<file path="config.mk">
export PLATFORM = sky130hd
export DESIGN_NAME = pcr_cal_bank
export DESIGN_NICKNAME = d
export VERILOG_FILES = /design/src/rtl/pcr_pkg.sv /design/src/rtl/pcr_cal_reg.sv /design/src/rtl/pcr_cal_bank.sv
export SDC_FILE = /design/constraint.sdc
export NUM_CORES = 1
export LEC_CHECK = 0
export BUFFER_PORTS_ARGS = -buffer_cell sky130_fd_sc_hd__buf_2
export CAP_MARGIN = 30
export CORE_MARGIN = 2
export CORE_UTILIZATION = 25
export CTS_BUF_LIST = sky130_fd_sc_hd__clkbuf_8
export DETAILED_ROUTE_END_ITERATION = 8
export PLACE_DENSITY = 0.49
export SLEW_MARGIN = 10
export SYNTH_ARGS = -nofsm -noshare
export SYNTH_HDL_FRONTEND = slang
export SYNTH_SLANG_ARGS = --single-unit
</file>
<file path="constraint.sdc">
create_clock -name core_clk_in -period 4.78 [get_ports core_clk_in]
set_input_delay 0.239 -clock core_clk_in [delete_from_list [all_inputs] [get_ports core_clk_in]]
set_output_delay 0.239 -clock core_clk_in [all_outputs]
set_load 0.01 [all_outputs]
</file>
<file path="src/rtl/pcr_pkg.sv">
package pcr_pkg;

  // Register port geometry
  localparam int          PCR_ADDR_W        = 16;
  localparam int          PCR_DATA_W        = 8;
  localparam int          PCR_NUM_LOOPS     = 2;

  // Register offsets
  localparam logic [15:0] PCR_OFS_UPDATE    = 16'h000F;
  localparam logic [15:0] PCR_OFS_GATE      = 16'h0FFF;
  localparam logic [15:0] PCR_OFS_LOOP_ONE  = 16'h1588;
  localparam logic [15:0] PCR_OFS_LOOP_TWO  = 16'h1688;
  localparam logic [15:0] PCR_OFS_STATUS    = 16'h1690;

  // Key values
  localparam logic [7:0]  PCR_GATE_UNLOCK   = 8'hF9;
  localparam logic [7:0]  PCR_GATE_RESET    = 8'h00;
  localparam logic [7:0]  PCR_UPDATE_CMD    = 8'h01;
  localparam logic [7:0]  PCR_READ_ZERO     = 8'h00;

  // Calibration register fields
  localparam int          PCR_EN_BIT        = 0;
  localparam int          PCR_LEVEL_LSB     = 1;
  localparam int          PCR_LEVEL_MSB     = 2;
  localparam int          PCR_FIELD_W       = 3;
  localparam logic [1:0]  PCR_LEVEL_RESET   = 2'h0;
  localparam logic        PCR_EN_RESET      = 1'b0;

  // Status register fields
  localparam int          PCR_ST_PEND_LSB   = 0;
  localparam int          PCR_ST_REWR_LSB   = 2;
  localparam int          PCR_ST_BLOCK_BIT  = 4;

  typedef struct packed {
    logic                  wr;
    logic                  rd;
    logic [15:0]           addr;
    logic [7:0]            wdata;
  } pcr_bus_req_t;

  typedef struct packed {
    logic                  manual_en;
    logic [1:0]            level;
    logic [1:0]            applied_level;
  } pcr_loop_cfg_t;

endpackage

</file>
<file path="src/rtl/pcr_cal_reg.sv">
`timescale 1ns/100ps
`default_nettype none

module pcr_cal_reg
  import pcr_pkg::*;
(
  // Clock and reset
  input  wire logic                   core_clk_in,
  input  wire logic                   sys_rst_in,
  // Control from the bank
  input  wire logic                   wr_en_in,
  input  wire logic [2:0]             wdata_in,
  input  wire logic                   update_in,
  // State
  output logic      [2:0]             staged_out,
  output logic                        rewrite_out,
  output pcr_pkg::pcr_loop_cfg_t      cfg_out
);
  import pcr_pkg::*;

  typedef struct packed {
    logic [2:0]    staged;
    logic          written;
    logic          rewrite;
    pcr_loop_cfg_t cfg;
  } pcr_cal_state_t;

  pcr_cal_state_t state_q;
  pcr_cal_state_t state_d;

  always_comb
  begin
    state_d         = state_q;
    state_d.rewrite = 1'b0;
    if (wr_en_in)
    begin
      // Only bits [2:0] are stored, so reserved bits read back as zero
      state_d.staged  = wdata_in;
      state_d.written = 1'b1;
      // A second write in one power cycle is taken but reported
      state_d.rewrite = state_q.written;
    end
    if (update_in)
    begin
      // Staged value becomes live only on the update strobe
      state_d.cfg.manual_en = state_q.staged[PCR_EN_BIT];
      state_d.cfg.level     = state_q.staged[PCR_LEVEL_MSB:PCR_LEVEL_LSB];
      state_d.cfg.applied_level = state_q.staged[PCR_EN_BIT] ?
                                  state_q.staged[PCR_LEVEL_MSB:PCR_LEVEL_LSB] :
                                  PCR_LEVEL_RESET;
    end
  end

  always_ff @(posedge core_clk_in or posedge sys_rst_in)
  begin
    if (sys_rst_in)
    begin
      state_q <= '{staged: {PCR_LEVEL_RESET, PCR_EN_RESET}, written: 1'b0, rewrite: 1'b0,
                   cfg: '{manual_en: PCR_EN_RESET, level: PCR_LEVEL_RESET,
                          applied_level: PCR_LEVEL_RESET}};
    end
    else
    begin
      state_q <= state_d;
    end
  end

  assign staged_out  = state_q.staged;
  assign rewrite_out = state_q.rewrite;
  assign cfg_out     = state_q.cfg;

endmodule // pcr_cal_reg

`default_nettype wire

</file>
<file path="src/rtl/pcr_cal_bank.sv">
`timescale 1ns/100ps
`default_nettype none

module pcr_cal_bank
  import pcr_pkg::*;
#(
  parameter int NUM_LOOPS = PCR_NUM_LOOPS
)
(
  // Clock and reset
  input  wire logic                   core_clk_in,
  input  wire logic                   sys_rst_in,
  // Register port
  input  wire pcr_pkg::pcr_bus_req_t  bus_req_in,
  output logic [7:0]                  bus_rdata_out,
  // Live calibration settings, one per analog loop
  output pcr_pkg::pcr_loop_cfg_t      analog_loop_one_out,
  output pcr_pkg::pcr_loop_cfg_t      analog_loop_two_out
);
  import pcr_pkg::*;

  localparam logic [15:0] LOOP_OFS [PCR_NUM_LOOPS] = '{PCR_OFS_LOOP_ONE, PCR_OFS_LOOP_TWO};

  typedef struct packed {
    logic [7:0]           gate;
    logic [NUM_LOOPS-1:0] rewrite;
    logic                 blocked;
    logic [7:0]           rdata;
  } pcr_bank_state_t;

  pcr_bank_state_t      state_q;
  pcr_bank_state_t      state_d;

  logic                 unlocked;
  logic                 update;
  logic                 cal_hit;
  logic [NUM_LOOPS-1:0] loop_wr;
  logic [NUM_LOOPS-1:0] loop_sel;
  logic [NUM_LOOPS-1:0] loop_rewrite;
  logic [NUM_LOOPS-1:0] loop_pending;
  logic [2:0]           staged   [NUM_LOOPS];
  pcr_loop_cfg_t        loop_cfg [NUM_LOOPS];

  // Gate open only on the exact unlock value
  assign unlocked = (state_q.gate == PCR_GATE_UNLOCK);
  // Other values written to the update register do nothing
  assign update   = bus_req_in.wr && (bus_req_in.addr == PCR_OFS_UPDATE)
                    && (bus_req_in.wdata == PCR_UPDATE_CMD);

  genvar g;
  generate
    for (g = 0; g < NUM_LOOPS; g++)
    begin : g_loop
      assign loop_sel[g] = (bus_req_in.addr == LOOP_OFS[g]);
      assign loop_wr[g]  = bus_req_in.wr && loop_sel[g] && unlocked;
      assign loop_pending[g] = (staged[g] != {loop_cfg[g].level, loop_cfg[g].manual_en});

      pcr_cal_reg u_cal_reg
      (
        .core_clk_in (core_clk_in),
        .sys_rst_in  (sys_rst_in),
        .wr_en_in    (loop_wr[g]),
        .wdata_in    (bus_req_in.wdata[PCR_FIELD_W-1:0]),
        .update_in   (update),
        .staged_out  (staged[g]),
        .rewrite_out (loop_rewrite[g]),
        .cfg_out     (loop_cfg[g])
      );
    end
  endgenerate

  assign cal_hit = |loop_sel;

  always_comb
  begin
    state_d       = state_q;
    state_d.rdata = PCR_READ_ZERO;

    if (bus_req_in.wr && (bus_req_in.addr == PCR_OFS_GATE))
    begin
      state_d.gate = bus_req_in.wdata;
    end

    // Status sticky bits clear on writing one; a fresh event wins
    if (bus_req_in.wr && (bus_req_in.addr == PCR_OFS_STATUS))
    begin
      state_d.rewrite = state_q.rewrite
                        & ~bus_req_in.wdata[PCR_ST_REWR_LSB +: NUM_LOOPS];
      state_d.blocked = state_q.blocked & ~bus_req_in.wdata[PCR_ST_BLOCK_BIT];
    end
    state_d.rewrite = state_d.rewrite | loop_rewrite;
    // A calibration write refused by the gate leaves a trace for software
    if (bus_req_in.wr && cal_hit && !unlocked)
    begin
      state_d.blocked = 1'b1;
    end

    if (bus_req_in.rd)
    begin
      if (bus_req_in.addr == PCR_OFS_GATE)
      begin
        state_d.rdata = state_q.gate;
      end
      else if (bus_req_in.addr == PCR_OFS_STATUS)
      begin
        state_d.rdata[PCR_ST_PEND_LSB +: NUM_LOOPS] = loop_pending;
        state_d.rdata[PCR_ST_REWR_LSB +: NUM_LOOPS] = state_q.rewrite;
        state_d.rdata[PCR_ST_BLOCK_BIT]             = state_q.blocked;
      end
      else
      begin
        for (int i = 0; i < NUM_LOOPS; i++)
        begin
          if (loop_sel[i])
          begin
            // Reads return the staged copy with reserved bits zero
            state_d.rdata[PCR_FIELD_W-1:0] = staged[i];
          end
        end
      end
    end
  end

  always_ff @(posedge core_clk_in or posedge sys_rst_in)
  begin
    if (sys_rst_in)
    begin
      state_q <= '{gate: PCR_GATE_RESET, rewrite: '0, blocked: 1'b0,
                   rdata: PCR_READ_ZERO};
    end
    else
    begin
      state_q <= state_d;
    end
  end

  assign bus_rdata_out       = state_q.rdata;
  assign analog_loop_one_out = loop_cfg[0];
  assign analog_loop_two_out = loop_cfg[1];

endmodule // pcr_cal_bank

`default_nettype wire

</file>
==> impl_metrics.py <==
metrics = {
    "status": {
        "outcome": "complete, no violations",
    },
    "clock_tree": {
        "cts.clk_slew.worst_paths_ns": 0.08,
        "max-clock-path-buffers": 2,
        "cts_buffers": 5,
        "post_cts_resized": 0,
        "cts_tree": "yes",
        "h-tree-depth": 2,
        "cts_root_buffer": "clkbuf_8",
        "insertion_delay_ns": 0.29,
        "post_cts_buffers": 0,
        "cts_hold_buf": 0,
        "numClockSinks": 39,
    },
    "synth": {
        "synth-async-reset-ratio_pct": 100,
        "ys_warn_count": 0,
        "synth_nets": 211,
        "synth_cell_types": 44,
        "synth_flop_cell": "dfrtp_1",
        "yosys.area_share.simple_pct": 20.3,
        "synth_edf_count": 0,
        "synth_top_cell_by_area": "dfrtp_1",
        "yosysTopAreaCellShare_pct": 47.9,
        "syn_area_sq_um": 2040,
        "ys_seq_area_share_pct": 47.9,
        "ys_seq_elements": 39,
        "avgSynthCellArea_sq_um": 11.1,
        "synthesis.instances": 183,
        "muxShareOfSynthArea_pct": 13.6,
        "synth-adder-area-share_pct": 0,
        "synth-compound-area-share_pct": 6.44,
        "yosys-top-cells-count": "dfrtp_1 (39), buf_4 (19), mux2_2 (17)",
        "synth_top_family_by_area": "simple AND/OR/NAND/NOR gates",
        "synthXorXnorAreaFrac_pct": 2.58,
        "synth_area_leaders": "dfrtp_1 (48%), mux2_2 (9.4%), buf_4 (7.0%)",
        "post-synth-top-count-cell": "dfrtp_1",
    },
    "power_and_ir_drop": {
        "ir_drop_mv": 0.114,
        "p_total_w": 0.000612,
        "p_leak_nw": 1.12,
        "powerDensity_nw_per_um2": 261,
    },
    "global_routing": {
        "grt.total_usage_pct": 11.3,
        "grt_pass1_wl_um": 7580,
        "grt_antenna_before_repair": 0,
        "overflow": 0,
        "grt_max_degree": 40,
        "grt_pass1_vias": 1468,
    },
    "finish": {
        "finalCoreUtilization_pct": 30.0,
        "drive_above_1_share_pct": 38.0,
        "nets": 243,
        "multi_input_area_sq_um": 875,
        "layout.area.seq_sq_um": 976,
        "num_antenna_cells": 0,
        "synthToLayoutAreaGrowth_pct": 15.0,
        "nFillCells": 835,
    },
    "job": {
        "drv_cap": 0,
    },
    "critical_path": {
        "worstPathArrival_ns": 2.08,
        "slowest_stage": "or4b_4",
        "crit_fanout": 4,
        "rrSetupSlack_ns": 2.87,
        "worstPathCellList": "nand4bb_1 -> nor2_2 -> nand4_1 -> or4b_4 -> mux2_4",
        "path_class": "register to register",
        "worst-path-buf-inv": 0,
        "required_ns": 4.96,
        "cp-end-kind": "register",
        "critPathTopFamily": "simple AND/OR/NAND/NOR gates",
        "slowest_delay_ns": 0.56,
        "worst_setup_path_start_kind": "register",
    },
    "floorplan": {
        "coreArea_sq_um": 7810,
        "io_pins": 46,
        "die_area_sq_um": 8900,
        "initial_utilization_pct": 26.1,
        "die_width_um": 94.3,
        "die_h_um": 94.3,
        "fp-row-count": 32,
    },
    "timing": {
        "finalHoldViolCount": 0,
        "finalCritPeriodShare_pct": 39.9,
        "setup_violations": 0,
        "maxSlewViolCount": 0,
        "fmax_mhz": 524,
        "worst_slew_pin_slew_ns": 0.502,
        "finalCriticalPeriod_ns": 1.91,
        "slew_headroom_pct": 66.5,
        "finClkSkew_ns": 0.00423,
        "fin_setup_tns_ns": 0,
        "hold_ws_ns": 0.0545,
        "rsz0062_at_grt": "no",
    },
    "placement": {
        "gp_congestion": 0.853,
        "numPortBuffers": 45,
        "dpl.hpwl_um": 3500,
    },
    "drt": {
        "wl_per_cell_um": 14.8,
        "drt-total-wl_um": 4700,
        "ant_nets": 0,
        "drt-initial-drc-count": 36,
        "drc": 0,
        "drtPass1Iterations": 4,
        "vias": 1484,
        "viasPerCell": 4.67,
    },
    "min_path": {
        "hold_class": "input port to async pin",
    },
}
==> tightest hold or removal path: cells and delay by family <==
family | cells | cell delay [ns]
buffers and inverters | 3 | 0.54
==> final timing paths <==
| check | start | end | cells after the start |
|---|---|---|---|
| min in group core_clk_in | bus_req_in[6] | state_q[17] | 2 |
| hold reg to reg | g_loop[1].u_cal_reg.rewrite_out | state_q[10] | 1 |
| hold / removal | sys_rst_in | bus_rdata_out[3] | 3 |
| max in group asynchronous | sys_rst_in | g_loop[0].u_cal_reg.cfg_out[3] | 3 |
| setup / recovery | state_q[12] | g_loop[1].u_cal_reg.staged_out[1] | 5 |
| setup reg to reg | state_q[12] | g_loop[1].u_cal_reg.staged_out[1] | 5 |
==> per-layer routing <==
layer / global-route usage, % / part of all wire [%]
met5: 0 / 0
met4: 5.07 / 2.0
met3: 2.33 / 6.3
met2: 16.7 / 43
met1: 15.8 / 49
==> flip-flops by register name, summed over array words and instances (netlist names) <==
| name | cells |
|---|---|
| g_loop.u_cal_reg.state_q | 2 |
| g_loop.u_cal_reg.cfg_out | 10 |
| bus_rdata_out | 8 |
| g_loop.u_cal_reg.staged_out | 6 |
| g_loop.u_cal_reg.rewrite_out | 2 |
| state_q | 11 |
==> report_power, final <==
part / total [W] / switching (W) / internal, W / leakage [nW]
logic: 0.0000394 / 0.0000254 / 0.0000140 / 0.551
clock network: 0.000243 / 0.000113 / 0.000130 / 0.0557
registers: 0.000330 / 0.0000000244 / 0.000330 / 0.514
==> layout make-up <==
class,count,share of cell area (%)
inverters,7,1.12
repair buffers,47,10.2
flip-flops and latches,39,41.6
clock buffers,7,4.11
multi-input cells,115,37.3
well taps,102,5.44
clock inverters,1,0.160
==> cell families after synthesis <==
kind of cell    Yosys count
mux                      24
flops                    39
buf+inv                  29
xor+xnor                  6
compound gates           18
simple gates             67
==> layout by cell type (no fill, tap or decap), types with 3 or more instances in the layout <==
master	n
buf_2	45
dfrtp_1	39
mux2_2	17
nand2_1	12
nand4_1	9
inv_1	8
nor2_1	7
nand3_1	7
clkbuf_8	7
xnor2_1	6
nor3_1	4
mux2i_1	4
nor2b_1	4
nor4_1	3
a21o_1	3
mux2_4	3
and3_1	3
==> stage by stage <==
stage	cell area, sq um	setup WS (ns)	instances
floorplan	2040	2.99	183
global placement	2240	2.91	310
detailed placement	2240	2.90	310
CTS	2340	2.89	318
global route	2340	2.73	318
finish	2340	2.87	318
(Power assumes the default switching activity.)
